[src/design/port_mux_params.svh]
// constants for the port output combining block: offsets, resets, tie values
// assumes inclusion by bare name from the design modules
`ifndef PORT_MUX_PARAMS_SVH
`define PORT_MUX_PARAMS_SVH

// ****************************************************************
// register offsets
// ****************************************************************
`define PORT_LATCH_OFS        8'h00
`define PORT_DIR_OFS          8'h04
`define PORT_OPEN_DRAIN_OFS   8'h08
`define PORT_ANALOG_OFS       8'h0c
`define PORT_LEVEL_OFS        8'h10

// ****************************************************************
// reset values
// ****************************************************************
`define PORT_LATCH_RESET      8'h00
`define PORT_DIR_RESET        8'hff
`define PORT_OPEN_DRAIN_RESET 8'h00
`define PORT_ANALOG_RESET     8'hff

// ****************************************************************
// encodings and tie levels
// ****************************************************************
`define PORT_DIR_OUTPUT       1'b0
`define PORT_ABSENT_GATE      1'b1
`define PORT_ABSENT_CONTRIB   1'b0
`define PORT_NO_OPEN_DRAIN    1'b0

`endif

[src/design/port_mux_pkg.sv]
// types shared by the port output combining block
// assumes port_mux_params.svh is on the include path
`default_nettype none

package port_mux_pkg;

  localparam int ADDR_W = 8;
  localparam int DATA_W = 8;

  typedef struct packed {
    logic [ADDR_W-1:0] addr;
    logic [DATA_W-1:0] wdata;
    logic              we;
    logic              re;
  } reg_req_t;

  typedef struct packed {
    logic analog_select_bit;
    logic direction_bit;
    logic open_drain_select_bit;
    logic latch;
  } pin_cfg_t;

  typedef struct packed {
    logic drive_value;
    logic drive_oe_n;
    logic digital_in;
  } pin_drive_t;

endpackage

`default_nettype wire

[src/design/pin_output_cell.sv]
// combinational output path of one port pin
// assumes the caller registers its results and passes the pin's features as parameters
`include "port_mux_params.svh"
`default_nettype none

module pin_output_cell #(
  parameter bit HAS_SERIAL = 1'b1,
  parameter bit HAS_OTHER  = 1'b1,
  parameter bit HAS_OD     = 1'b1,
  parameter bit HAS_ANALOG = 1'b1
) (
  input  wire port_mux_pkg::pin_cfg_t   cfg,
  input  wire logic                     serial_out,
  input  wire logic                     other_out,
  input  wire logic                     pin_level,
  output var  port_mux_pkg::pin_drive_t drive
);

  wire logic serial_gate;
  wire logic other_contrib;
  wire logic od_ctrl;
  wire logic analog_on;
  wire logic and_stage;
  wire logic or_stage;
  wire logic out_mode;
  wire logic drive_on;

  assign serial_gate   = HAS_SERIAL ? serial_out : `PORT_ABSENT_GATE;
  assign other_contrib = HAS_OTHER ? other_out : `PORT_ABSENT_CONTRIB;
  assign od_ctrl       = HAS_OD ? cfg.open_drain_select_bit : `PORT_NO_OPEN_DRAIN;
  assign analog_on     = HAS_ANALOG ? cfg.analog_select_bit : 1'b0;

  assign and_stage = serial_gate & cfg.latch;
  assign or_stage  = and_stage | other_contrib;

  // analog use parks the digital driver
  assign out_mode = (cfg.direction_bit == `PORT_DIR_OUTPUT) & ~analog_on;
  // open drain only ever pulls low, a high is released to the pull-up
  assign drive_on = out_mode & ~(od_ctrl & or_stage);

  assign drive.drive_value = or_stage;
  assign drive.drive_oe_n  = ~drive_on;
  assign drive.digital_in  = pin_level & ~analog_on;

endmodule

`default_nettype wire

[src/design/port_output_mux_logic.sv]
// port register bank and per-pin output combining for one general-purpose port
// assumes a one-cycle register port, peripheral outputs and pin levels synchronous to clock
//
// Design decisions made here: the placing of the registers and the strobed register port.
`include "port_mux_params.svh"
`default_nettype none

module port_output_mux_logic #(
  parameter int                    NUM_PINS    = 8,
  parameter logic [NUM_PINS-1:0]   SERIAL_MASK = '1,
  parameter logic [NUM_PINS-1:0]   OTHER_MASK  = '1,
  parameter logic [NUM_PINS-1:0]   OD_MASK     = '1,
  parameter logic [NUM_PINS-1:0]   ANALOG_MASK = '1
) (
  input  wire logic                         clock,
  input  wire logic                         srst,
  input  wire port_mux_pkg::reg_req_t       bus_req,
  output logic [port_mux_pkg::DATA_W-1:0]   rd_data,
  input  wire logic [NUM_PINS-1:0]          serial_out,
  input  wire logic [NUM_PINS-1:0]          other_out,
  input  wire logic [NUM_PINS-1:0]          pin_in,
  output logic [NUM_PINS-1:0]               pin_out,
  output logic [NUM_PINS-1:0]               pin_oe_n,
  output logic [NUM_PINS-1:0]               digital_in,
  output logic [NUM_PINS-1:0]               analog_en
);

  // ****************************************************************
  // register decode
  // ****************************************************************
  localparam logic [NUM_PINS-1:0] LATCH_RST  = NUM_PINS'(`PORT_LATCH_RESET);
  localparam logic [NUM_PINS-1:0] DIR_RST    = NUM_PINS'(`PORT_DIR_RESET);
  localparam logic [NUM_PINS-1:0] OD_RST     = NUM_PINS'(`PORT_OPEN_DRAIN_RESET) & OD_MASK;
  localparam logic [NUM_PINS-1:0] ANALOG_RST = NUM_PINS'(`PORT_ANALOG_RESET) & ANALOG_MASK;

  logic [NUM_PINS-1:0]              latch_reg;
  logic [NUM_PINS-1:0]              dir_reg;
  logic [NUM_PINS-1:0]              od_reg;
  logic [NUM_PINS-1:0]              analog_reg;
  logic [NUM_PINS-1:0]              level_reg;
  logic [port_mux_pkg::DATA_W-1:0]  rd_data_reg;
  logic [NUM_PINS-1:0]              pin_out_reg;
  logic [NUM_PINS-1:0]              pin_oe_n_reg;
  logic [NUM_PINS-1:0]              digital_in_reg;

  wire logic [NUM_PINS-1:0]              wdata_pins;
  wire logic                             wr_latch;
  wire logic                             wr_dir;
  wire logic                             wr_od;
  wire logic                             wr_analog;
  wire logic [NUM_PINS-1:0]              latch_next;
  wire logic [NUM_PINS-1:0]              dir_next;
  wire logic [NUM_PINS-1:0]              od_next;
  wire logic [NUM_PINS-1:0]              analog_next;
  wire logic [port_mux_pkg::DATA_W-1:0]  rd_mux;
  wire logic [port_mux_pkg::DATA_W-1:0]  rd_data_next;
  wire logic [NUM_PINS-1:0]              cell_value;
  wire logic [NUM_PINS-1:0]              cell_oe_n;
  wire logic [NUM_PINS-1:0]              cell_din;

  assign wdata_pins = bus_req.wdata[NUM_PINS-1:0];
  assign wr_latch   = bus_req.we && (bus_req.addr == `PORT_LATCH_OFS);
  assign wr_dir     = bus_req.we && (bus_req.addr == `PORT_DIR_OFS);
  assign wr_od      = bus_req.we && (bus_req.addr == `PORT_OPEN_DRAIN_OFS);
  assign wr_analog  = bus_req.we && (bus_req.addr == `PORT_ANALOG_OFS);

  assign latch_next  = wr_latch ? wdata_pins : latch_reg;
  assign dir_next    = wr_dir ? wdata_pins : dir_reg;
  // bits for missing features cannot be set, so they read back as zero
  assign od_next     = wr_od ? (wdata_pins & OD_MASK) : od_reg;
  assign analog_next = wr_analog ? (wdata_pins & ANALOG_MASK) : analog_reg;

  // unmapped addresses read as zero, never stall
  assign rd_mux =
    (bus_req.addr == `PORT_LATCH_OFS)      ? port_mux_pkg::DATA_W'(latch_reg)  :
    (bus_req.addr == `PORT_DIR_OFS)        ? port_mux_pkg::DATA_W'(dir_reg)    :
    (bus_req.addr == `PORT_OPEN_DRAIN_OFS) ? port_mux_pkg::DATA_W'(od_reg)     :
    (bus_req.addr == `PORT_ANALOG_OFS)     ? port_mux_pkg::DATA_W'(analog_reg) :
    (bus_req.addr == `PORT_LEVEL_OFS)      ? port_mux_pkg::DATA_W'(level_reg)  :
    '0;
  // data stand only in the cycle after the read strobe
  assign rd_data_next = bus_req.re ? rd_mux : '0;

  // ****************************************************************
  // register bank
  // ****************************************************************
  always_ff @(posedge clock) begin
    if (srst) begin
      latch_reg  <= LATCH_RST;
      dir_reg    <= DIR_RST;
      od_reg     <= OD_RST;
      analog_reg <= ANALOG_RST;
    end else begin
      latch_reg  <= latch_next;
      dir_reg    <= dir_next;
      od_reg     <= od_next;
      analog_reg <= analog_next;
    end
  end

  always_ff @(posedge clock) begin
    if (srst) begin
      rd_data_reg <= '0;
      level_reg   <= '0;
    end else begin
      rd_data_reg <= rd_data_next;
      level_reg   <= pin_in;
    end
  end

  // ****************************************************************
  // per-pin combining
  // ****************************************************************
  // a peripheral that leaves its unused output high would force the pin;
  // the OR stage trusts software to park such outputs low
  genvar i;
  generate
    for (i = 0; i < NUM_PINS; i = i + 1) begin : g_pin
      wire port_mux_pkg::pin_cfg_t   cfg;
      wire port_mux_pkg::pin_drive_t drive;

      assign cfg.analog_select_bit     = analog_reg[i];
      assign cfg.direction_bit         = dir_reg[i];
      assign cfg.open_drain_select_bit = od_reg[i];
      assign cfg.latch                 = latch_reg[i];

      pin_output_cell #(
        .HAS_SERIAL (SERIAL_MASK[i]),
        .HAS_OTHER  (OTHER_MASK[i]),
        .HAS_OD     (OD_MASK[i]),
        .HAS_ANALOG (ANALOG_MASK[i])
      ) u_cell (
        .cfg        (cfg),
        .serial_out (serial_out[i]),
        .other_out  (other_out[i]),
        .pin_level  (pin_in[i]),
        .drive      (drive)
      );

      assign cell_value[i] = drive.drive_value;
      assign cell_oe_n[i]  = drive.drive_oe_n;
      assign cell_din[i]   = drive.digital_in;
    end
  endgenerate

  // ****************************************************************
  // registered outputs
  // ****************************************************************
  // one cycle of latency buys glitch-free pads
  always_ff @(posedge clock) begin
    if (srst) begin
      pin_out_reg    <= '0;
      pin_oe_n_reg   <= '1;
      digital_in_reg <= '0;
    end else begin
      pin_out_reg    <= cell_value;
      pin_oe_n_reg   <= cell_oe_n;
      digital_in_reg <= cell_din;
    end
  end

  assign rd_data    = rd_data_reg;
  assign pin_out    = pin_out_reg;
  assign pin_oe_n   = pin_oe_n_reg;
  assign digital_in = digital_in_reg;
  assign analog_en  = analog_reg;

  generate
    for (i = 0; i < NUM_PINS; i = i + 1) begin : g_chk
      localparam bit HS = SERIAL_MASK[i];
      localparam bit HO = OTHER_MASK[i];
      localparam bit HD = OD_MASK[i];

    end
  endgenerate
endmodule

`default_nettype wire

[config.mk]
export PLATFORM = sky130hd
export DESIGN_NAME = port_output_mux_logic
export DESIGN_NICKNAME = d
export VERILOG_FILES = /design/src/design/port_mux_pkg.sv /design/src/design/pin_output_cell.sv /design/src/design/port_output_mux_logic.sv
export VERILOG_INCLUDE_DIRS = /design/src /design/src/design
export SDC_FILE = /design/constraint.sdc
export NUM_CORES = 1
export LEC_CHECK = 0
export BUFFER_PORTS_ARGS = -buffer_cell sky130_fd_sc_hd__buf_2
export CORE_MARGIN = 2
export CORE_UTILIZATION = 51
export CTS_CLUSTER_SIZE = 28
export DETAILED_ROUTE_END_ITERATION = 12
export GPL_TIMING_DRIVEN = 0
export PLACE_DENSITY = 0.89
export SETUP_SLACK_MARGIN = 0.02
export SLEW_MARGIN = 20
export SYNTH_ARGS = -nofsm -noshare
export SYNTH_HDL_FRONTEND = slang
export SYNTH_SLANG_ARGS = --single-unit
[constraint.sdc]
create_clock -name clock -period 1.85 [get_ports clock]
set_input_delay 0.2775 -clock clock [delete_from_list [all_inputs] [get_ports clock]]
set_output_delay 0.2775 -clock clock [all_outputs]
set_load 0.02 [all_outputs]
Word-level counts from Yosys, hierarchy flattened
Cells that the tools add are included.
{ "word_totals": {"input_bits": 44, "out_inout_bits": 40, "reg_bits": 72, "word_cells": 105} }
{ "op_classes": {"bitwise_logic": 81, "reduce_logical": 6, "n_eq_ne": 4, "mux": 5} }
{ "op_table": {"columns": ["cell", "count"], "rows": [
  ["1-bit bitwise AND", 40],
  ["8-bit 2-to-1 mux", 5],
  ["1-bit NOT", 33],
  ["8-bit by 4-bit == test with 1-bit output (second input constant)", 2],
  ["8-bit by 3-bit == test with 1-bit output (second input constant)", 1],
  ["8-bit by 5-bit == test with 1-bit output (second input constant)", 1],
  ["8-bit zero test", 1],
  ["1-bit OR", 8],
  ["1-bit logical AND", 4],
  ["2-bit OR reduction", 1]
]} }

Logic depth before layout (Yosys ltp)
Gate-level depths: netlist (run 1).
{ "logic_depth": {"ltp_word": 6, "ltp_mapped": 6, "depth_no_buf": 4} }

By module
Synthesis (run 1) repeated with hierarchy kept, for this count alone.
{ "hier_totals": {"cells_unflattened": 292, "hier_area_um2": 2852.7} }
{ "modules_own_cells": {"columns": ["module", "area_each_um2", "instances", "cells_each", "seq_area_each_um2"], "rows": [
  ["port_output_mux_logic", 2612.5, 1, 260, 1441.4],
  ["pin_output_cell", 30.0, 8, 4, 0.0]
]} }

Worst setup path after synthesis (run 1)
Ideal clock, no wire load.
{ "synth_timing": {"path_type": "input-to-reg", "startpoint": "input bus_req[15] (netlist bit)", "endpoint": "register analog_reg[2] (netlist: analog_en[2])", "path_slack_ps": 388, "cell_stages": 6, "t_arrival_ps": 1342, "setup_ps": 120, "path_buffers": 2, "cell_sequence": "nor4_4 > and4_1 > buf_4 > buf_6 > nor2b_1 > a211o_1"} }
{ "synth_between": {"elab_chain_cells": 2} }
{ "synth_rtl": {"columns": ["element", "line", "source"], "rows": [
  ["start, declared", "port_output_mux_logic.sv:17", "input wire port_mux_pkg::reg_req_t bus_req,"],
  ["8-bit by 4-bit == test with 1-bit output (no line)", null, null],
  ["1-bit logical AND", "port_output_mux_logic.sv:65", "assign wr_analog = bus_req.we && (bus_req.addr == `PORT_ANALOG_OFS);"],
  ["end signal, assigned", "port_output_mux_logic.sv:97", "analog_reg <= analog_next;"],
  ["end, declared", "port_output_mux_logic.sv:39", "logic [NUM_PINS-1:0] analog_reg;"]
]} }
No other way between the ends.
A chain may end at the register's enable or synchronous reset.

Final worst setup path (run 1)
{ "layout_timing": {"startpoint": "input bus_req[12] (netlist bit)", "endpoint": "register od_reg[2]"} }
{ "layout_between": {"elab_chain_cells": 2} }
{ "layout_rtl": {"columns": ["element", "line", "source"], "rows": [
  ["8-bit by 4-bit == test with 1-bit output (no line)", null, null],
  ["1-bit logical AND", "port_output_mux_logic.sv:64", "assign wr_od = bus_req.we && (bus_req.addr == `PORT_OPEN_DRAIN_OFS);"],
  ["end signal, assigned", "port_output_mux_logic.sv:96", "od_reg <= od_next;"],
  ["end, declared", "port_output_mux_logic.sv:38", "logic [NUM_PINS-1:0] od_reg;"]
]} }
No other way between the ends.

==> results of run 1 <==
## cell families after synthesis
family / Yosys count / synth area share [%]
AOI/OAI and AO/OA: 48 / 12.0
buffers and inverters: 36 / 6.51
DFF: 72 / 50.0
muxes: 24 / 8.33
and+or+nand+nor: 124 / 23.1
## routing by layer
metal	vias to the layer above	GRT usage (%)	part of all wire [%]
li1	1233	-	-
met1	1181	28.9	40
met2	131	40.2	48
met3	13	5.45	9.5
met4	0	11.6	2.3
met5	-	0	0
## path summary, 6_finish.rpt
check	startpoint	to	depth (start not counted)
worst max register to register	analog_en[6]$_SDFFE_PP1P_	rd_data[6]$_SDFF_PP0_	3
worst min register to register	od_reg[5]$_SDFFE_PP0P_	pin_oe_n[5]$_SDFF_PP1_	2
worst max-delay path	bus_req[12]	od_reg[2]$_SDFFE_PP0P_	6
worst min-delay path	other_out[2]	pin_out[2]$_SDFF_PP0_	3
## stage by stage
| step | instances | worst slack (ns) |
|---|---|---|
| floorplan | 304 | 0.388 |
| CTS | 475 | 0.316 |
| detailed placement | 459 | -0.0226 |
| global placement | 459 | 0.0594 |
| global route | 475 | 0.219 |
| finish | 475 | 0.336 |
## final cells by class
cell class | count | area [um^2]
flip-flops and latches | 72 | 1440
well taps | 72 | 90.1
plain buffers | 27 | 154
clock inverters | 4 | 52.6
inverters | 9 | 33.8
repair buffers | 83 | 415
multi-input cells | 196 | 1250
fillers | 461 | 1880
clock buffers | 12 | 155
## power groups by stage
| stage | combinational [mW] | clock [mW] | sequential [mW] |
|---|---|---|---|
| finish | 0.193 | 1.27 | 1.58 |
| global route | 0.213 | 1.34 | 1.58 |
| CTS | 0.193 | 1.28 | 1.58 |
| detailed placement | 0.191 | 0 | 1.61 |
| global placement | 0.185 | 0 | 1.61 |
| floorplan | 0.0820 | 0 | 1.62 |
## worst register-to-register path, delay by kind of cell, from the launching register on
kind,cells,cell delay [ns]
flip-flops,1,0.36
AND/OR/NAND/NOR,1,0.17
AO/OA/AOI/OAI,2,0.42
## layout by cell type, fill, tap and decap left out, types with 2 or more instances in the layout
master	count
nor2b_1	34
mux2i_1	24
dfxtp_1	72
clkinv_4	2
o2bb2ai_1	7
nor2_1	42
nand2b_1	10
inv_1	9
buf_1	3
and2_1	2
clkbuf_1	8
a211o_1	8
nor3_1	24
a221oi_1	8
a21oi_1	8
and3_1	2
o21ai_0	8
o22ai_1	8
buf_2	89
buf_4	10
clkbuf_8	11
==> results.cfg, run 1 <==
[cts]
insertion_delay_ns = 0.35
cts_buffers = 9
cts_root_buf = clkbuf_8
clkSlewWorstSetupHoldPaths_ns = 0.08
clock_sinks = 72
cts_resized = 0
cts_tree = yes
clock_path_buffers = 2
post_cts_buffers = 0
hold_buffers = 0
h-tree-depth = 3

[layout]
final_util_pct = 65.7
design_area_um2 = 3600
drive_gt1_share_pct = 29.5
syn2layout_area_growth_pct = 24.7
nNetsFinal = 442
diodes = 0

[synth]
synth_cell_type_count = 31
syn_area_um2 = 2880
synth_top_area_share_pct = 50.0
yosys_warnings = 0
synth_ff_type = dfxtp_1
syn_nets = 348
synth_top_cell_by_area = dfxtp_1
synth_area_per_cell_um2 = 9.48
syn_inst = 304
ys_ff_latch = 72
synth_most_common_cell = dfxtp_1
synthArstFlopShare_pct = 0
ys_seq_area_share_pct = 50.0
synth_common_cells = dfxtp_1 (72), nor2_1 (42), nor2b_1 (34)
synth-edff-count = 0
synth_area_leaders = dfxtp_1 (50%), mux2i_1 (8.3%), nor2b_1 (7.4%)

[placement]
portBuffers = 83
dp_hpwl_um = 5100
routabilityCongestion = 0.859
dpl_cell_area_um2 = 3390

[floorplanning]
core-area_um2 = 5470
die_height_um = 79.2
num_rows = 27
start_util_pct = 52.7
io_pins = 84
die_x_um = 79.2
die-area_um2 = 6270

[timing]
post-route-period-util_pct = 81.8
worstMarginPinSlew_ns = 0.659
tns_ns = 0
whs_ns = 0.140
drv_slew = 0
rsz0062_at_grt = no
setup_viol = 0
fmax_ghz = 0.661
finalClockSkew_ns = 0.0139
period_needed_ns = 1.51
hold_violations = 0
max_slew_margin_pct = 55.9

[setup_path]
crit_buf_inv = 2
critical_path.slowest_cell = nand4_1
crit_type = in2reg
cp_cell_sequence = buf_2, clkbuf_1, nor2b_1, nand4_1, mux2i_1, nor2_1
critical_path.max_stage_delay_ns = 0.54
crit_fanout = 10
crit_required_ns = 2.07
worst_ep_arrival_time_ns = 1.74
critPathCaptureType = flop
critPathTopFamily = simple AND/OR/NAND/NOR gates
critPathLaunchType = input port
regToRegSetupSlack_ns = 0.78

[power]
p_sw_share_pct = 22.7
p_int_mw = 2.35
combPwrFrac_pct = 6.4
p_leak_nw = 1.59
power_density_nw_per_um2 = 844
p_seq_share_pct = 51.9
p_sw_mw = 0.689
pwr-share-clk_pct = 41.7
finalPower_mw = 3.03
peakVddDrop_v = 0.000452

[global_route]
grt_overflow_total = 0
grt_pass1_wl_um = 11600
grt_pass1_vias = 2505
antenna_found_initial = 0
grtUsageTotal_pct = 23.9
grt_max_degree = 13

[routing]
dr_total_vias = 2558
antenna_left = 0
drt-initial-drc-count = 225
drt-total-wl_um = 7130
drt-wirelength-per-cell_um = 15.0
avgViaCountPerCell = 5.39
drc_errors = 0
firstDrtPassIters = 4

[status]
status = completed

[flow_run]
maxCapViolations = 0

[hold_path]
min_path_type = in2reg
Note: power is estimated with default switching activity, not from simulation.
==> inputs of run 2 (changes only) <==
Settings changed: ABC_AREA set to 1, PLACE_DENSITY 0.89 to 0.88.
Clock period 1.85 ns to 1.5 ns, I/O delays scaled along.
==> run 2 against run 1 <==
Compared with the run above: the flow now finishes with violations (DRC); hold slack worse by 0.054 ns; synthesized cell count is 11% higher; sequential power is 23% higher; critical path depth is 4 lower; design area is 2.7% higher; flip-flop and latch count stayed put; cell count is 6.7% higher; combinational power is 30% higher; clock skew is 0.0086 ns lower; via count is 6.1% higher; critical endpoint is now analog_en[0]; largest power group unchanged; highest routed layer unchanged.
==> results.cfg, run 2 <==
[synth]
synthArstFlopShare_pct = 0
syn_nets = 381
synth-edff-count = 0
ys_ff_latch = 72
synth_most_common_cell = dfxtp_1
synth_area_per_cell_um2 = 8.80
synth_ff_type = dfxtp_1
ys_seq_area_share_pct = 48.6
synth_area_leaders = dfxtp_1 (49%), inv_1 (5.1%), nor2_1 (4.9%)
synth_top_cell_by_area = dfxtp_1
syn_area_um2 = 2960
synth_top_area_share_pct = 48.6
syn_inst = 337
yosys_warnings = 0
synth_cell_type_count = 33
synth_common_cells = dfxtp_1 (72), inv_1 (40), nor2_1 (39)

[cts]
clock_path_buffers = 2
h-tree-depth = 3
cts_tree = yes
insertion_delay_ns = 0.35
clkSlewWorstSetupHoldPaths_ns = 0.07
cts_resized = 0
hold_buffers = 0
cts_root_buf = clkbuf_8
post_cts_buffers = 0
clock_sinks = 72
cts_buffers = 9

[setup_path]
crit_fanout = 5
cp_cell_sequence = buf_4, buf_2
critPathCaptureType = primary output
critPathTopFamily = flip-flops
crit_buf_inv = 2
crit_required_ns = 1.27
critPathLaunchType = flop
critical_path.max_stage_delay_ns = 0.45
critical_path.slowest_cell = dfxtp_1
crit_type = reg2out
worst_ep_arrival_time_ns = 1.09

[layout]
nFillCells = 455
diodes = 0
layout.cells.most_common_list = buf_2 (83), dfxtp_1 (72), inv_1 (40)
fin_cells = 507
drive_gt1_share_pct = 36.3
final_common_cell = buf_2
nNetsFinal = 474
syn2layout_area_growth_pct = 24.7

[timing]
max_slew_margin_pct = 49.4
drv_slew = 0
finalClockSkew_ns = 0.00525
hold_violations = 0
fmax_ghz = 0.760
worstMarginPinSlew_ns = 0.758
rsz0062_at_grt = no
whs_ns = 0.0860
setup_viol = 0
period_needed_ns = 1.32
post-route-period-util_pct = 87.7

[global_route]
grt_max_degree = 13
grt_pass1_wl_um = 12100
grtUsageTotal_pct = 25.2
grt_overflow_total = 0
antenna_found_initial = 0
grt_pass1_vias = 2603

[floorplanning]
die-area_um2 = 6440
die_height_um = 80.2
io_pins = 84
core-area_um2 = 5570
die_x_um = 80.2
num_rows = 27
start_util_pct = 53.2

[flow_run]
maxCapViolations = 0

[placement]
portBuffers = 82
routabilityCongestion = 0.936
placed_cells = 491
dp_hpwl_um = 5140

[power]
p_leak_nw = 1.80
peakVddDrop_v = 0.000659
power_density_nw_per_um2 = 1060

[routing]
dr_total_vias = 2713
drc_errors = 1
firstDrtPassIters = 9
antenna_left = 0
drt-wirelength-per-cell_um = 15.4
avgViaCountPerCell = 5.35
drt-total-wl_um = 7790
drt-initial-drc-count = 184

[hold_path]
min_path_type = in2reg

[status]
status = finished, violations left
violations = DRC
==> run 2: cell types whose count changed in the layout (fill, tap and decap cells not counted), moves of 7 or more <==
cell       previous run  this run
o21ai_0               8        29
nand3_1               0        25
nor2b_1              34         0
a211o_1               8         0
o211ai_2              0        10
inv_1                 9        40
nand2_1               1        28
nand2b_1             10         0
o22ai_1               8         0
o2bb2ai_1             7         0
mux2i_1              24         0
a221oi_1              8         0
nor3_1               24        16
==> run 2: stage by stage <==
| step | setup WS [ns] | area, um^2 | utilization, % | power [mW] | TNS (ns) |
|---|---|---|---|---|---|
| after floorplan | 0.324 | 2960 | - | 2.12 | 0 |
| after global placement | 0.0453 | 3460 | 62.2 | 2.23 | 0 |
| after detailed placement | -0.0107 | 3460 | 62.2 | 2.23 | -0.0223 |
| after CTS | 0.202 | 3690 | 66.3 | 3.95 | 0 |
| after global routing | 0.153 | 3690 | 66.3 | 4.06 | 0 |
| final | 0.185 | 3690 | 66.3 | 3.93 | 0 |
==> run 2: layout make-up <==
class,instances,area (um^2),share of cell area (%)
clock inverters,5,78.8,2.13
flip-flops and latches,72,1440,39.0
repair buffers,82,410,11.1
multi-input cells,199,1190,32.1
inverters,45,170,4.61
well taps,72,90.1,2.44
plain buffers,21,165,4.47
clock buffers,11,151,4.10
==> run 2: cell families after synthesis <==
family / count (synthesis) / synth area share (%)
simple gates: 129 / 23.3
compound gates: 70 / 16.7
flops: 72 / 48.6
buf+inv: 66 / 11.3
==> run 2: final timing paths <==
check / cells after the start / from / endpoint / slack [ns]
max: 2 / analog_en[0]$_SDFFE_PP1P_ / analog_en[0] / 0.18
min reg2reg: 2 / dir_reg[5]$_SDFFE_PP1P_ / pin_oe_n[5]$_SDFF_PP1_ / 0.46
max reg2reg: 4 / analog_en[2]$_SDFFE_PP1P_ / rd_data[2]$_SDFF_PP0_ / 0.58
min: 3 / pin_in[2] / level_reg[2]$_SDFF_PP0_ / 0.09
==> run 2: worst reg2reg max path, cell delays in order, from the launching register on <==
cell and delay [ns]:
dfxtp_1 0.43, nand3_1 0.12, nand3_1 0.12, nor2_1 0.05
nor2_1 0.12
==> run 2: per-layer routing <==
metal	GRT usage [%]	wire (um)
met1	29.9	3110
met2	41.2	3620
met3	6.40	807
met4	14.4	259
met5	0	0
==> run 2: power breakdown <==
| part | total (mW) | internal [mW] | leakage [nW] | switching, mW |
|---|---|---|---|---|
| Clock | 1.74 | 1.02 | 0.119 | 0.714 |
| Sequential | 1.94 | 1.94 | 0.585 | 0.00857 |
| Combinational | 0.251 | 0.0836 | 1.10 | 0.167 |
| Total | 3.93 | 3.04 | 1.80 | 0.890 |
